[config.mk]
export PLATFORM = sky130hd
export DESIGN_NAME = sbp_port_status
export DESIGN_NICKNAME = d
export VERILOG_FILES = /design/src/common/sbp_pkg.sv /design/src/core/sbp_port_status.sv
export SDC_FILE = /design/constraint.sdc
export NUM_CORES = 1
export LEC_CHECK = 0
export BUFFER_PORTS_ARGS = -buffer_cell sky130_fd_sc_hd__clkbuf_2
export CORE_UTILIZATION = 33
export CTS_BUF_LIST = sky130_fd_sc_hd__clkbuf_8
export CTS_CLUSTER_SIZE = 20
export DETAILED_ROUTE_END_ITERATION = 8
export HOLD_SLACK_MARGIN = 0.1
export PLACE_DENSITY_LB_ADDON = 0.3
export SLEW_MARGIN = 20
export SYNTH_ARGS = -nofsm -noshare
export SYNTH_HDL_FRONTEND = slang
export SYNTH_SLANG_ARGS = --single-unit
[constraint.sdc]
create_clock -name ref_clk -period 3 [get_ports ref_clk]
set_clock_uncertainty 0.05 [all_clocks]
set_input_delay 0.15 -clock ref_clk [delete_from_list [all_inputs] [get_ports ref_clk]]
set_output_delay 0.15 -clock ref_clk [all_outputs]
set_load 0.02 [all_outputs]
[src/common/sbp_pkg.sv]
// Package with register map, field layout, encodings and bus carriers of the serial-bus port status block.
package sbp_pkg;

  ////////////////////////////////////////////////////////////////////////////////
  // High-speed rate encoding; codes 3'h6 and 3'h7 are reserved.
  localparam logic [2:0] RATE_S100 = 3'h0;
  localparam logic [2:0] RATE_S200 = 3'h1;
  localparam logic [2:0] RATE_S400 = 3'h2;
  localparam logic [2:0] RATE_S800 = 3'h3;
  localparam logic [2:0] RATE_S1600 = 3'h4;
  localparam logic [2:0] RATE_S3200 = 3'h5;

  ////////////////////////////////////////////////////////////////////////////////
  // Timing: connection debounce time and the clock rate it is counted at.
  localparam longint DEBOUNCE_MS = 341;
  localparam longint CLK_HZ = 20000000;
  localparam longint DEBOUNCE_CYC_DEF = (DEBOUNCE_MS * CLK_HZ + 999) / 1000;

  ////////////////////////////////////////////////////////////////////////////////
  // Register byte offsets.
  localparam logic [7:0] ADDR_PORT_SEL = 8'h00;
  localparam logic [7:0] ADDR_CTRL = 8'h04;
  localparam logic [7:0] ADDR_STAT = 8'h08;
  localparam logic [7:0] ADDR_ERRCNT = 8'h0C;
  localparam logic [7:0] ADDR_IRQ_STAT = 8'h10;
  localparam logic [7:0] ADDR_IRQ_MASK = 8'h14;

  // Control register fields.
  localparam int CTRL_RATE_LSB = 0;
  localparam int CTRL_SLEEP_EN_BIT = 3;
  // Status register fields.
  localparam int STAT_PLUG_BIT = 0;
  localparam int STAT_CAP_LSB = 1;
  localparam int STAT_FAST_BIT = 4;
  localparam int STAT_CONN_BIT = 5;
  localparam int STAT_RXVALID_BIT = 6;
  localparam int STAT_LEGACY_BIT = 7;
  localparam int STAT_ASLEEP_BIT = 8;
  localparam int STAT_UNSTABLE_BIT = 9;
  localparam int STAT_BILINGUAL_BIT = 10;
  // Interrupt status and mask fields.
  localparam int IRQ_W = 4;
  localparam int IRQ_UNSTABLE = 0;
  localparam int IRQ_SATURATED = 1;
  localparam int IRQ_CONN = 2;
  localparam int IRQ_SLEEP = 3;

  localparam logic [7:0] ERRCNT_MAX = 8'hFF;
  localparam logic [1:0] HTRANS_NONSEQ = 2'h2;

  ////////////////////////////////////////////////////////////////////////////////
  // Bus and port carriers.
  typedef struct packed {
    logic hsel;
    logic [31:0] haddr;
    logic [1:0] htrans;
    logic hwrite;
    logic [2:0] hsize;
    logic [31:0] hwdata;
    logic hready;
  } sbp_ahb_in_t;

  typedef struct packed {
    logic [31:0] hrdata;
    logic hreadyout;
    logic hresp;
  } sbp_ahb_out_t;

  typedef struct packed {
    logic line_connect;
    logic receive_valid;
    logic fast_mode;
    logic bilingual;
    logic neg_fail;
    logic sync_fail;
    logic bad_codeword;
    logic sleep_req;
  } sbp_port_in_t;

  typedef struct packed {
    logic [2:0] train_rate;
    logic connected;
    logic asleep;
  } sbp_port_out_t;

endpackage : sbp_pkg

[src/core/sbp_port_status.sv]
// Per-port status and control register bank of a serial-bus physical layer, with an AHB-Lite slave.
//
// The implementer's own choices: the AHB-Lite interface to the registers and the placing of the registers.
`timescale 1ns/1ps

////////////////////////////////////////////////////////////////////////////////
module sbp_port_status
  import sbp_pkg::*;
#(
  parameter int NUM_PORTS = 3,
  parameter logic [2:0] CAP_RATE = RATE_S400,
  parameter longint DEBOUNCE_CYC = DEBOUNCE_CYC_DEF
) (
  // Clock and reset.
  input wire logic ref_clk,
  input wire logic rst_n,
  // AHB-Lite slave.
  input wire sbp_ahb_in_t ahb_in,
  output sbp_ahb_out_t ahb_out,
  // Port line conditions and per-port results.
  input wire sbp_port_in_t [NUM_PORTS-1:0] port_in,
  output sbp_port_out_t [NUM_PORTS-1:0] port_out,
  // Sleep-enable strap, caught once after reset.
  input wire logic sleep_strap,
  // Remote access read of an error counter.
  input wire logic remote_rd,
  input wire logic [1:0] remote_port,
  output logic [7:0] remote_data,
  // Interrupt.
  output logic irq
);

  localparam int DEB_W = $clog2(DEBOUNCE_CYC + 1);
  localparam int SEL_W = 2;

  typedef struct packed {
    logic [2:0] rate_limit;
    logic [2:0] train_rate;
    logic sleep_en;
    logic unstable;
    logic asleep;
    logic connected;
    logic [7:0] errcnt;
    logic [DEB_W-1:0] deb;
  } sbp_port_state_t;

  typedef struct packed {
    sbp_port_state_t [NUM_PORTS-1:0] pt;
    logic [SEL_W-1:0] sel;
    logic [IRQ_W-1:0] irq_stat;
    logic [IRQ_W-1:0] irq_mask;
    logic ap_valid;
    logic ap_write;
    logic [7:0] ap_addr;
    logic [31:0] hrdata;
    logic [7:0] remote_data;
    logic strap_done;
  } sbp_state_t;

  sbp_state_t s;
  sbp_state_t next_s;

  ////////////////////////////////////////////////////////////////////////////////
  // Helper functions.

  // Clamp a written rate to what the port can do; reserved codes also clamp.
  function automatic logic [2:0] sbp_clamp_rate(input logic [2:0] w);
    return (w > CAP_RATE) ? CAP_RATE : w;
  endfunction : sbp_clamp_rate

  // Status word of one port.
  function automatic logic [31:0] sbp_stat_word(input sbp_port_state_t p, input sbp_port_in_t pi);
    logic [31:0] w;
    w = 32'h0;
    w[STAT_PLUG_BIT] = 1'b1;
    w[STAT_CAP_LSB +: 3] = CAP_RATE;
    w[STAT_FAST_BIT] = p.connected & pi.fast_mode;
    w[STAT_CONN_BIT] = p.connected;
    w[STAT_RXVALID_BIT] = pi.receive_valid;
    w[STAT_LEGACY_BIT] = p.connected & pi.receive_valid & ~pi.fast_mode;
    w[STAT_ASLEEP_BIT] = p.asleep;
    w[STAT_UNSTABLE_BIT] = p.unstable;
    w[STAT_BILINGUAL_BIT] = pi.bilingual;
    return w;
  endfunction : sbp_stat_word

  ////////////////////////////////////////////////////////////////////////////////
  // Bus decode. Zero wait states, so every accepted address phase is answered next cycle.
  logic ap_take;
  logic sel_ok;
  logic dp_wr;
  assign ap_take = ahb_in.hsel & ahb_in.htrans[1] & ahb_in.hready;
  assign sel_ok = (s.sel < SEL_W'(NUM_PORTS));
  assign dp_wr = s.ap_valid & s.ap_write;

  ////////////////////////////////////////////////////////////////////////////////
  // Next-state logic for all ports and the register file.
  always_comb begin
    logic [31:0] rd;
    logic [IRQ_W-1:0] ev;
    logic [7:0] cnt;
    logic rd_clr;
    logic w1c;
    logic wr_ctrl;
    rd = 32'h0;
    ev = '0;
    cnt = 8'h0;
    rd_clr = 1'b0;
    w1c = 1'b0;
    wr_ctrl = 1'b0;
    next_s = s;
    next_s.strap_done = 1'b1;

    // Address phase: read data is built now so that it leaves a flip-flop in the data phase.
    next_s.ap_valid = ap_take;
    next_s.ap_write = ahb_in.hwrite;
    next_s.ap_addr = ahb_in.haddr[7:0];
    if (ap_take && !ahb_in.hwrite) begin
      if (ahb_in.haddr[7:0] == ADDR_PORT_SEL) begin
        rd[SEL_W-1:0] = s.sel;
      end else if (ahb_in.haddr[7:0] == ADDR_CTRL && sel_ok) begin
        rd[CTRL_RATE_LSB +: 3] = s.pt[s.sel].rate_limit;
        rd[CTRL_SLEEP_EN_BIT] = s.pt[s.sel].sleep_en;
      end else if (ahb_in.haddr[7:0] == ADDR_STAT && sel_ok) begin
        rd = sbp_stat_word(s.pt[s.sel], port_in[s.sel]);
      end else if (ahb_in.haddr[7:0] == ADDR_ERRCNT && sel_ok) begin
        rd[7:0] = s.pt[s.sel].errcnt;
      end else if (ahb_in.haddr[7:0] == ADDR_IRQ_STAT) begin
        rd[IRQ_W-1:0] = s.irq_stat;
      end else if (ahb_in.haddr[7:0] == ADDR_IRQ_MASK) begin
        rd[IRQ_W-1:0] = s.irq_mask;
      end else begin
        rd = 32'h0;
      end
    end
    next_s.hrdata = rd;

    // Data-phase writes to the shared registers.
    if (dp_wr && s.ap_addr == ADDR_PORT_SEL) begin
      next_s.sel = ahb_in.hwdata[SEL_W-1:0];
    end else if (dp_wr && s.ap_addr == ADDR_IRQ_MASK) begin
      next_s.irq_mask = ahb_in.hwdata[IRQ_W-1:0];
    end

    // Per-port state; each port has its own copy and only the selected one takes writes.
    for (int p = 0; p < NUM_PORTS; p++) begin
      wr_ctrl = dp_wr && s.ap_addr == ADDR_CTRL && s.sel == SEL_W'(p);
      w1c = dp_wr && s.ap_addr == ADDR_STAT && s.sel == SEL_W'(p) && ahb_in.hwdata[STAT_UNSTABLE_BIT];
      rd_clr = (ap_take && !ahb_in.hwrite && ahb_in.haddr[7:0] == ADDR_ERRCNT && s.sel == SEL_W'(p))
             || (remote_rd && remote_port == SEL_W'(p));

      // Bilingual ports keep their field; writes are dropped silently.
      if (wr_ctrl && !port_in[p].bilingual) begin
        next_s.pt[p].rate_limit = sbp_clamp_rate(ahb_in.hwdata[CTRL_RATE_LSB +: 3]);
      end
      if (wr_ctrl) begin
        next_s.pt[p].sleep_en = ahb_in.hwdata[CTRL_SLEEP_EN_BIT];
      end
      if (!s.strap_done) begin
        next_s.pt[p].sleep_en = sleep_strap;
      end

      // A break of the line restarts the debounce, so only a steady connection counts.
      if (!port_in[p].line_connect) begin
        next_s.pt[p].deb = '0;
        next_s.pt[p].connected = 1'b0;
        ev[IRQ_CONN] = ev[IRQ_CONN] | s.pt[p].connected;
      end else if (!s.pt[p].connected) begin
        if (s.pt[p].deb == DEB_W'(DEBOUNCE_CYC - 1)) begin
          next_s.pt[p].connected = 1'b1;
          ev[IRQ_CONN] = 1'b1;
          // The training rate is taken only here, at a new fast-mode connection.
          if (port_in[p].fast_mode) begin
            next_s.pt[p].train_rate = port_in[p].bilingual ? RATE_S400 : s.pt[p].rate_limit;
          end
        end else begin
          next_s.pt[p].deb = s.pt[p].deb + DEB_W'(1);
        end
      end

      // The set comes after the clear so a failure in the clearing cycle is kept.
      if (w1c) begin
        next_s.pt[p].unstable = 1'b0;
      end
      if (port_in[p].neg_fail || port_in[p].sync_fail) begin
        next_s.pt[p].unstable = 1'b1;
        ev[IRQ_UNSTABLE] = 1'b1;
      end

      // A bad word in the cycle of the clearing read counts from zero, so none is lost.
      cnt = rd_clr ? 8'h0 : s.pt[p].errcnt;
      if (port_in[p].bad_codeword && cnt != ERRCNT_MAX) begin
        cnt = cnt + 8'h1;
        ev[IRQ_SATURATED] = ev[IRQ_SATURATED] | (cnt == ERRCNT_MAX);
      end
      next_s.pt[p].errcnt = cnt;

      // Sleep is entered on request only while enabled, and left when the request drops.
      if (port_in[p].sleep_req && s.pt[p].sleep_en && !s.pt[p].asleep) begin
        next_s.pt[p].asleep = 1'b1;
        ev[IRQ_SLEEP] = 1'b1;
      end else if (!port_in[p].sleep_req) begin
        next_s.pt[p].asleep = 1'b0;
      end
    end

    // Remote read answer; a read of an out-of-range port leaves the previous answer in place.
    if (remote_rd && remote_port < SEL_W'(NUM_PORTS)) begin
      next_s.remote_data = s.pt[remote_port].errcnt;
    end

    // Interrupt status: write-one-to-clear, with a new event winning over the clear.
    if (dp_wr && s.ap_addr == ADDR_IRQ_STAT) begin
      next_s.irq_stat = s.irq_stat & ~ahb_in.hwdata[IRQ_W-1:0];
    end
    next_s.irq_stat = next_s.irq_stat | ev;
  end

  ////////////////////////////////////////////////////////////////////////////////
  // State register; reset values are constants only, the strap is caught after release.
  always_ff @(posedge ref_clk or negedge rst_n) begin
    if (!rst_n) begin
      s <= '0;
      for (int p = 0; p < NUM_PORTS; p++) begin
        s.pt[p].rate_limit <= CAP_RATE;
        s.pt[p].train_rate <= CAP_RATE;
      end
    end else begin
      s <= next_s;
    end
  end

  ////////////////////////////////////////////////////////////////////////////////
  // Outputs.
  assign ahb_out.hrdata = s.hrdata;
  assign ahb_out.hreadyout = 1'b1;
  assign ahb_out.hresp = 1'b0;
  assign remote_data = s.remote_data;
  assign irq = |(s.irq_stat & s.irq_mask);
  always_comb begin
    for (int p = 0; p < NUM_PORTS; p++) begin
      port_out[p].train_rate = s.pt[p].train_rate;
      port_out[p].connected = s.pt[p].connected;
      port_out[p].asleep = s.pt[p].asleep;
    end
  end

  logic rd_stat0;
  logic wr_rate0;
  assign rd_stat0 = ap_take && !ahb_in.hwrite && ahb_in.haddr[7:0] == ADDR_STAT && s.sel == '0;
  assign wr_rate0 = dp_wr && s.ap_addr == ADDR_CTRL && s.sel == '0;
endmodule : sbp_port_status

# [After elaboration in Yosys (flattened, before gate mapping)]
# Index checks and enable logic that the tools add are counted.
[classes] add_sub_neg=6 magnitude_cmp=5 n_eq_ne=34 muxes=79 bitwise=19 n_reduce_logical=66
[op_table] cell="2-to-1 mux 23 bit" n=9
[op_table] cell="binary-select mux 41 bit (select 2 bit)" n=2
[op_table] cell="adder 23 x 1 -> 23 bit (second input constant)" n=3
[op_table] cell="== test 23 bit (second input constant)" n=3
[op_table] cell="2-to-1 mux 8 bit" n=7
[op_table] cell="2-to-1 mux 1 bit" n=44
[op_table] cell="2-to-1 mux 41 bit" n=1
[op_table] cell="logical AND 1 bit" n=38
[op_table] cell="== test 8 x 5 -> 1 bit (second input constant)" n=4
[op_table] cell="2-to-1 mux 32 bit" n=1
[op_table] cell="2-to-1 mux 31 bit" n=1
[op_table] cell="2-to-1 mux 30 bit" n=1
[op_table] cell="adder 8 x 1 -> 8 bit (second input constant)" n=3
[op_table] cell="== test 8 x 4 -> 1 bit (second input constant)" n=3
[op_table] cell="== test 8 bit (second input constant)" n=3
[op_table] cell="!= test 8 bit (second input constant)" n=3
[op_table] cell="binary-select mux 8 bit (select 2 bit)" n=1
[op_table] cell="== test 8 x 3 -> 1 bit (second input constant)" n=2
[op_table] cell="zero test 8 bit" n=2
[op_table] cell="2-to-1 mux 4 bit" n=4
[op_table] cell="2-to-1 mux 7 bit" n=2
[op_table] cell="2-to-1 mux 3 bit" n=4
[op_table] cell="!= test 2 x 1 -> 1 bit (second input constant)" n=6
[op_table] cell="!= test 2 bit (second input constant)" n=6
[op_table] cell="20 further kinds" n=56
[word_totals] reg_bits=184 input_bits=102 out_inout_bits=58 elab_cells=242

# [Logic depth before layout (Yosys ltp)]
# Gate-level depths: netlist of run 1.
[depth] word_depth=15 depth_mapped=14 ltp_nobuf=11

# [Worst setup path before layout of run 1]
# Ideal clock, no wire load.
[synth_path] kind="input -> register" startpoint="in ahb_in[44] (netlist bit)" endpoint="reg s[56] (netlist bit)" setup_time_ns=0.087 t_arrival_ns=2.800 t_required_ns=2.863 path_slack_ns=0.063 stages=11 path_buffers=1 path_cell_list="or4_4 -> or3_4 -> o22a_2 -> nand2_1 -> inv_1 -> ha_1 -> clkbuf_1 -> or4b_2 -> o21ai_0 -> o211ai_1 -> o211ai_1"
[synth_lines] element="from (decl)" line_no="sbp_port_status.sv:18" source="input wire sbp_ahb_in_t ahb_in,"
[synth_lines] element="to (signal assigned)" line_no="sbp_port_status.sv:229" source="s <= next_s;"
[synth_lines] element="to (decl)" line_no="sbp_port_status.sv:60" source="sbp_state_t s;"

==> results of run 1 <==
-- metal layers --
metal,vias to the layer above,GRT usage (%)
met5,-,0
met4,2,4.775
met3,23,2.945
met2,156,26.99
met1,3782,22.83
li1,3826,-
-- flip-flops by register name (all words and copies together) (netlist names) --
signal	cells
ahb_out	11
port_out	15
remote_data	8
s	129
-- power by group through the flow --
stage                     clock [mW]  combinational (mW)  sequential [mW]
after floorplan                    0               0.608             2.44
after global placement             0               0.737             2.55
after detailed placement           0               0.749             2.55
after CTS                       1.90               0.789             2.51
after global routing            1.99               0.888             2.54
final                           1.85               0.796             2.52
-- critical path, delay by kind of cell --
family | cells | cell delay (ps)
buffers and inverters | 2 | 700
and+or+nand+nor | 5 | 1430
adders and majority gates | 1 | 190
AOI/OAI and AO/OA | 3 | 740
-- worst paths after layout --
check                                    from                  endpoint  slack (ps)  cells after the start
setup / recovery                   ahb_in[39]           s[89]$_DFF_PN0_         120                     11
hold / removal                    port_in[21]  port_out[14]$_DFFE_PN0P_         120                      4
setup reg to reg           s[151]$_DFFE_PN0P_  port_out[13]$_DFFE_PN1P_         200                      6
hold reg to reg                s[0]$_DFF_PN0_        s[177]$_DFFE_PN0P_         450                      1
max in group asynchronous               rst_n        s[182]$_DFFE_PN1P_        1990                      3
min in group asynchronous               rst_n          s[173]$_DFF_PN0_         150                      2
-- repair_timing --
item | in CTS | in global routing
hold buffers | 42 | 1
resized for setup | 0 | 8
setup endpoints to repair | 0 | 3
hold endpoints to repair | 242 | 1
setup buffers | 0 | 3
-- logic make-up after synthesis --
| kind of cell | count (synthesis) | synth area share [%] |
|---|---|---|
| xor+xnor | 38 | 3.519 |
| buf+inv | 142 | 8.162 |
| fa+ha+maj | 9 | 1.191 |
| simple gates | 430 | 24.01 |
| flops | 163 | 43.21 |
| compound gates | 192 | 13.72 |
| mux | 56 | 6.112 |
| other cells | 2 | 0.07941 |
-- cells in the final DEF (no fill, tap or decap), types with 33 or more instances in the layout --
master / netlist / final
a21oi_1: 42 / 42
clkbuf_2: 0 / 79
nand3_1: 35 / 35
o21ai_0: 48 / 47
nand2_1: 108 / 107
inv_1: 38 / 38
nor2_1: 89 / 89
nor3_1: 34 / 33
dlygate4sd3_1: 0 / 42
mux2i_1: 42 / 42
buf_4: 58 / 33
dfrtp_1: 157 / 157
-- area by class of cell --
| class | count | area [sq um] |
|---|---|---|
| multi-input cells | 749 | 4728 |
| clock buffers | 17 | 234.0 |
| repair buffers | 158 | 1127 |
| fillers | 2875 | 17000 |
| flip-flops and latches | 163 | 4086 |
| clock inverters | 15 | 216.5 |
| well taps | 378 | 473.0 |
| inverters | 39 | 146.4 |
-- metrics by stage --
stage	util [%]	hold slack, ps
2_1_floorplan	-	-195.6
3_3_place_gp	35.95	104.6
3_5_place_dp	35.97	103.2
4_1_cts	39.08	110.4
5_1_grt	39.31	134.3
6_report	39.31	122.0
==> flow_summary.json, run 1 <==
{
  "status": "finished clean",
  "fin_cells": 1519,
  "synth_cell_type_count": 78,
  "grt_pass1_wl_um": 38640,
  "worst_ep_arrival_time_ps": 3210,
  "grt_pass1_vias": 7520,
  "clk_latency_ps": 460,
  "dr.pass1.iters": 5,
  "final.min_clock_period_ps": 2877,
  "max_freq_mhz": 347.6,
  "leakage_nw": 4.665,
  "clkPwrFrac_pct": 35.9,
  "setup_ws_ps": 123.2,
  "synth_most_common_cell": "dfrtp_1",
  "area_growth_pct": 16.43,
  "max_stage_delay_ps": 550,
  "dp_cells": 1442,
  "finalSetupViolCount": 0,
  "pre_cts_slack_ps": 8.048,
  "swShare_pct": 30.53,
  "synthArstFlopShare_pct": 100.0,
  "synth_top_cell_by_area": "dfrtp_1",
  "cts_sinks": 163,
  "wl_per_cell_um": 15.69,
  "row_count": 61,
  "slew_headroom_pct": 46.84,
  "ys_seq_elements": 163,
  "dp_hpwl_um": 16920,
  "route.met3.wl_um": 936,
  "maxUsedRoutingLayer": "met5",
  "synth_area_sq_um": 9458,
  "wl_met1_um": 11550,
  "p_switching_mw": 1.576,
  "drv_slew": 0,
  "placement.io_buffers": 81,
  "io_pins": 160,
  "synth_top_area_share_pct": 41.54,
  "crit_fanout": 5,
  "initial_core_util_pct": 33.77,
  "die_x_um": 171.3,
  "drive_above_1_share_pct": 16.83,
  "cts_tree": "yes",
  "antenna_left": 0,
  "start_kind": "primary input",
  "synthTopCellsByCount": "dfrtp_1 (157), nand2_1 (108), nor2_1 (89)",
  "ys_seq_area_share_pct": 43.21,
  "grt_usage_pct": 16.71,
  "core_sq_um": 28010,
  "drc": 0,
  "power.total_mw": 5.163,
  "yosys_warnings": 0,
  "h-tree-depth": 4,
  "cts_inserted_buffers": 17,
  "crit_required_ps": 3330,
  "path_class": "in -> reg",
  "cp-end-kind": "flop",
  "final-hold-violation-count": 0,
  "worst_path_max_delay_cell": "dlygate4sd3_1",
  "route.met2.wl_um": 11040,
  "ir_drop_mv": 0.2611,
  "pwr-share-comb_pct": 15.4,
  "synth_edf_count": 0,
  "cts_buffer_depth": 2,
  "place_area_sq_um": 10080,
  "tightest_slew_ps": 791.4,
  "die_h_um": 171.3,
  "path_clk_slew_ps": 90,
  "antenna_cells": 0,
  "max_cap_violations": 0,
  "vias": 7789,
  "synthesis.instances": 1032,
  "period_share_pct": 95.89,
  "grt_antenna_before_repair": 1,
  "first_iter_violations": 577,
  "grt_max_degree": 62,
  "cts-root-buf": "clkbuf_8",
  "gr-total-overflow": 0,
  "die_area_sq_um": 29340,
  "rsz0062_at_grt": "false",
  "finalInstanceArea_sq_um": 11010,
  "gp_routability_congestion": 0.8819,
  "power.internal_mw": 3.586,
  "power_density_nw_per_um2": 468.8,
  "hold_class": "in -> reg",
  "crit_chain": "dlygate4sd3_1 -> clkbuf_2 -> nand4bb_1 -> or3_4 -> o32a_1 -> and2_4 -> ha_2 -> nand2_2 -> o2111ai_4 -> or3_1 -> a21oi_1",
  "final_nets": 1239,
  "seqPwrFrac_pct": 48.7,
  "routed_via_density": 5.128,
  "synth-main-ff-cell": "dfrtp_1",
  "yosys-top-cells-area": "dfrtp_1 (42%), buf_4 (4.6%), mux2i_1 (4.4%)",
  "synth_area_per_cell_sq_um": 9.165,
  "tns_ps": 0,
  "wl_um": 23840
}
Note: power is estimated with default switching activity, not from simulation.
==> run 2, diff against run 1 <==
- CORE_UTILIZATION: 33 -> 50
- MAX_ROUTING_LAYER: not set -> met4
==> flow_summary.json, run 2 (same netlist as run 1, synthesis figures left out) <==
{
  "status": "finished clean",
  "worstSetupStartpoint": "s[151]$_DFFE_PN0P_",
  "finalInstanceArea_sq_um": 10780,
  "worst_ep_arrival_time_ps": 3240,
  "routed_via_density": 5.731,
  "die_area_sq_um": 19470,
  "hold_class": "in -> reg",
  "finish.utilization_pct": 59.01,
  "max_freq_mhz": 346.9,
  "path_clk_slew_ps": 80,
  "cts_buffer_depth": 2,
  "largest_reg_flops": 129,
  "drive_above_1_share_pct": 16.51,
  "start_kind": "flop",
  "grt_usage_pct": 24.64,
  "reg2regPathDepth": 6,
  "ir_drop_mv": 0.2881,
  "grtUsageMet3_pct": 4.542,
  "slew_headroom_pct": 51.02,
  "setup_ws_ps": 117.2,
  "power_density_nw_per_um2": 458.7,
  "h-tree-depth": 4,
  "power.total_mw": 4.945,
  "die_h_um": 139.5,
  "path_class": "reg -> reg",
  "vias": 7875,
  "grt_pass1_wl_um": 37150,
  "core_sq_um": 18270,
  "fill_cells": 1601,
  "gr-usage-met1_pct": 33.62,
  "dr.pass1.iters": 5,
  "antenna_left": 0,
  "wl_um": 22270,
  "drc": 0,
  "cts_sinks": 163,
  "antenna_cells": 0,
  "io_pins": 160,
  "cts-root-buf": "clkbuf_8",
  "area_growth_pct": 14.00,
  "final-hold-violation-count": 0,
  "place_area_sq_um": 9892,
  "first_iter_violations": 567,
  "pre_cts_slack_ps": 19.41,
  "gr-total-overflow": 0,
  "final.min_clock_period_ps": 2883,
  "placement.io_buffers": 81,
  "regMostFlops": "s",
  "grt-busiest-layer": "met2",
  "period_share_pct": 96.09,
  "cts_inserted_buffers": 17,
  "grt_antenna_before_repair": 0,
  "clk_latency_ps": 470,
  "drv_slew": 0,
  "crit_required_ps": 3360,
  "initial_core_util_pct": 51.77,
  "mostFrequentLayoutCell": "dfrtp_1",
  "tns_ps": 0,
  "grt_pass1_vias": 7407,
  "leakage_nw": 4.674,
  "use_met2_pct": 37.45,
  "die_x_um": 139.5,
  "grt_max_degree": 64,
  "final_cell_mix": "dfrtp_1 (157), nand2_1 (107), nor2_1 (89)",
  "tightest_slew_ps": 726.8,
  "hp-start": "port_in[13]",
  "hold_depth": 3,
  "dp_hpwl_um": 15730,
  "max_cap_violations": 0,
  "finalSetupViolCount": 0,
  "final_nets": 1243,
  "row_count": 49,
  "wl_per_cell_um": 16.21,
  "cts_tree": "yes",
  "r2r_start": "s[151]$_DFFE_PN0P_",
  "cp-end-kind": "flop",
  "crit_fanout": 6,
  "gp_routability_congestion": 0.9192
}
-- run 2: cell count changes in the layout (fill, tap and decap cells not counted), sizes merged --
cell,change
clkinv,+7
bufinv,-2
inv,-6
dlygate4sd3,+4
clkinvlp,-2
clkbuf,+3
-- run 2: area by class of cell --
class / instances / area (sq um) / area share (%)
tap: 229 / 286.5 / 2.658
clock buffer: 20 / 275.3 / 2.553
multi-input combinational: 749 / 4701 / 43.60
sequential: 163 / 4086 / 37.90
inverter: 39 / 146.4 / 1.358
timing repair buffer: 162 / 1155 / 10.71
clock inverter: 12 / 131.4 / 1.219
-- run 2: critical path: stages (launching register included) --
cell and delay [ps]:
dfrtp_1 450, or4b_1 530, or4_1 580, nor4_4 410, nor2_1 100, a21oi_1 140, dlygate4sd3_1 570
-- run 2: power by group --
part           switching (mW)  internal, mW  total [mW]
Combinational           0.462         0.346       0.808
Clock                   0.824         0.807        1.63
Sequential              0.187          2.32        2.51
Total                    1.47          3.47        4.95
-- run 2: what timing repair did --
action / CTS / global route
endpoints found under the hold margin: 186 / 1
hold buffers: 46 / 1
resized for setup: 0 / 4
setup buffers: 0 / 1
setup endpoints to repair: 0 / 7
-- run 2: per-layer routing --
| metal | up-vias | part of all wire [%] |
|---|---|---|
| li1 | 3840 | - |
| met1 | 3813 | 46 |
| met2 | 193 | 47 |
| met3 | 29 | 5.3 |
| met4 | 0 | 1.3 |
| met5 | - | 0 |
-- run 2: worst paths after layout --
kind	endpoint	slack [ps]
setup / recovery	port_out[13]$_DFFE_PN1P_	120
hold / removal	port_out[8]$_DFFE_PN1P_	130
setup reg to reg	port_out[13]$_DFFE_PN1P_	120
hold reg to reg	port_out[8]$_DFFE_PN1P_	430
max in group asynchronous	port_out[13]$_DFFE_PN1P_	1920
min in group asynchronous	port_out[1]$_DFF_PN0_	170
-- run 2: stage by stage --
step / hold WS, ps / std cells
3_5_place_dp: 126.7 / 1295
6_report: 129.9 / 1374
4_1_cts: 107.9 / 1373
3_3_place_gp: 129.4 / 1295
5_1_grt: 125.1 / 1374
2_1_floorplan: -195.6 / 1054
==> run 3, diff against run 2 <==
- ABC_AREA: not set -> 1
- CORE_MARGIN: not set -> 3
==> flow_summary.json, run 3 <==
{
  "h-tree-depth": 4,
  "hp-start": "ahb_in[71]",
  "tns_ps": 0,
  "finalInstanceArea_sq_um": 11270,
  "max_freq_mhz": 384.8,
  "reg2reg_to": "s[56]$_DFF_PN0_",
  "p_switching_mw": 1.545,
  "synthTopCellsByCount": "nand2_1 (269), dfrtp_1 (157), inv_1 (146)",
  "worstSetupStartpoint": "s[60]$_DFFE_PN0P_",
  "reg2regPathDepth": 12,
  "max_stage_delay_ps": 620,
  "grt_pass1_vias": 8400,
  "synth_top_cell_by_area": "dfrtp_1",
  "crit_required_ps": 3290,
  "final_cell_mix": "nand2_1 (269), dfrtp_1 (157), inv_1 (147)",
  "clk_latency_ps": 470,
  "seqCellArea_sq_um": 4086,
  "r2r_start": "s[60]$_DFFE_PN0P_",
  "yosys-top-cells-area": "dfrtp_1 (39%), nand2_1 (10%), inv_1 (5.5%)",
  "cts_tree": "yes",
  "grt_pass1_wl_um": 41400,
  "path_class": "reg -> reg",
  "gp_routability_congestion": 0.9266,
  "seqPwrFrac_pct": 49.8,
  "wl_um": 24830,
  "cts_sinks": 163,
  "io_pins": 160,
  "antenna_left": 0,
  "synth-main-ff-cell": "dfrtp_1",
  "cp-end-kind": "flop",
  "worst_ep_arrival_time_ps": 2890,
  "grt_antenna_before_repair": 0,
  "initial_core_util_pct": 51.23,
  "rsz0062_at_grt": "false",
  "placement.io_buffers": 81,
  "pwr-share-comb_pct": 15.5,
  "synthesis.instances": 1276,
  "crit_end": "s[56]$_DFF_PN0_",
  "cts_inserted_buffers": 17,
  "largest_reg_flops": 129,
  "synth_top_area_share_pct": 39.15,
  "ys_seq_elements": 163,
  "cts-root-buf": "clkbuf_8",
  "first_iter_violations": 570,
  "wl_per_cell_um": 15.02,
  "swShare_pct": 30.41,
  "start_kind": "flop",
  "synth_area_sq_um": 10040,
  "drc": 0,
  "critPathTopFamily": "simple AND/OR/NAND/NOR gates",
  "synth_area_per_cell_sq_um": 7.865,
  "core_sq_um": 19590,
  "area_growth_pct": 12.33,
  "grt_max_degree": 85,
  "gr-total-overflow": 0,
  "vias": 8917,
  "grt_usage_pct": 24.06,
  "crit_fanout": 11,
  "mostFrequentLayoutCell": "nand2_1",
  "crit_top_cell": "nor2_1",
  "cts_buffer_depth": 2,
  "yosys_warnings": 0,
  "drv_slew": 0,
  "ir_drop_mv": 0.3282,
  "synth_cell_type_count": 58,
  "die_h_um": 147.7,
  "postCtsHoldBufs": 48,
  "postCtsSetupBuffers": 0,
  "status": "finished clean",
  "drive_above_1_share_pct": 15.27,
  "tightest_slew_ps": 745.9,
  "dp_hpwl_um": 18230,
  "routed_via_density": 5.394,
  "period_share_pct": 86.63,
  "regMostFlops": "s",
  "clkPwrFrac_pct": 34.7,
  "path_clk_slew_ps": 90,
  "antenna_cells": 0,
  "finalSetupViolCount": 0,
  "final_nets": 1486,
  "die_area_sq_um": 21810,
  "worstPathBufferInverterCount": 0,
  "power_density_nw_per_um2": 450.8,
  "hold_class": "in -> reg",
  "synthArstFlopShare_pct": 100.0,
  "dr.pass1.iters": 6,
  "multi_input_area_sq_um": 4843,
  "cts-resized-gates": 0,
  "fill_cells": 1831,
  "synth_most_common_cell": "nand2_1",
  "r2r_setup_slack_ps": 400,
  "worst_path_max_delay_cell": "dfrtp_1",
  "place_area_sq_um": 10350,
  "ys_seq_area_share_pct": 40.72,
  "die_x_um": 147.7,
  "power.internal_mw": 3.536,
  "slew_headroom_pct": 50.27,
  "final-hold-violation-count": 0,
  "crit_chain": "nor2_2 -> nand3_4 -> nand2_2 -> nor2_1 -> ha_1 -> nand4_1 -> nor2_1 -> nand3_1 -> nand2_1 -> nor2_1 -> nand3_1 -> nand4_1",
  "final.min_clock_period_ps": 2599,
  "worst-path-stages": 12,
  "setup_ws_ps": 401.0,
  "pre_cts_slack_ps": 427.4,
  "leakage_nw": 4.950,
  "row_count": 51,
  "max_cap_violations": 0,
  "synth_edf_count": 0
}
run 3: how the worst min path moves through the flow:
stage,cells past startpoint,endpoint,slack (ps)
after floorplan,0,ahb_out[10]$_DFF_PN0_,-200
after global placement,1,s[62]$_DFFE_PN0P_,200
after detailed placement,1,s[63]$_DFFE_PN0P_,210
after CTS,4,remote_data[4]$_DFFE_PN0P_,100
after global routing,4,remote_data[2]$_DFFE_PN0P_,130
final,5,ahb_out[3]$_DFF_PN0_,130
run 3: final cells by class:
cell class                 count  area share (%)
tap                          265           2.941
inverter                     157           5.250
clock inverter                11           1.321
timing repair buffer         141           8.713
multi-input combinational    895           42.96
sequential                   163           36.25
clock buffer                  21           2.564
run 3: cell families (layout without fill, tap and decap cells):
family / Yosys count / count (layout) / share of synthesized area [%]
fa+ha+maj: 9 / 9 / 1.122
compound gates: 204 / 204 / 12.42
other cells: 2 / 24 / 0.07483
simple gates: 614 / 614 / 29.75
mux: 1 / 1 / 0.09974
buf+inv: 240 / 330 / 11.84
xor+xnor: 43 / 43 / 3.977
flops: 163 / 163 / 40.72
run 3: metrics by stage:
stage / utilization [%] / hold slack (ps) / power [mW] / cells
floorplan: - / -195.6 / 3.092 / 1298
global placement: 52.86 / 204.5 / 3.283 / 1573
detailed placement: 52.86 / 210.8 / 3.303 / 1573
CTS: 57.55 / 100.7 / 5.106 / 1653
global route: 57.55 / 132.8 / 5.338 / 1653
finish: 57.55 / 127.2 / 5.082 / 1653
run 3: tightest hold or removal path, cell delays in order:
cell	delay, ps
clkbuf_2	80
nand3_1	130
nor2_4	90
inv_1	90
a221oi_1	60
run 3: power groups by stage:
stage | Sequential (mW) | Combinational [mW] | Clock (mW)
6_report | 2.53 | 0.789 | 1.76
2_1_floorplan | 2.47 | 0.620 | 0
3_3_place_gp | 2.56 | 0.721 | 0
5_1_grt | 2.54 | 0.895 | 1.90
3_5_place_dp | 2.56 | 0.742 | 0
4_1_cts | 2.52 | 0.789 | 1.80
run 3: metal layers:
metal  track usage, %  up-vias  wire (um)
met5                -        -          0
met4            8.155        0        539
met3            3.740       39       1397
met2            36.91      293      11500
met1            32.90     4205      11390
li1                 -     4380          -
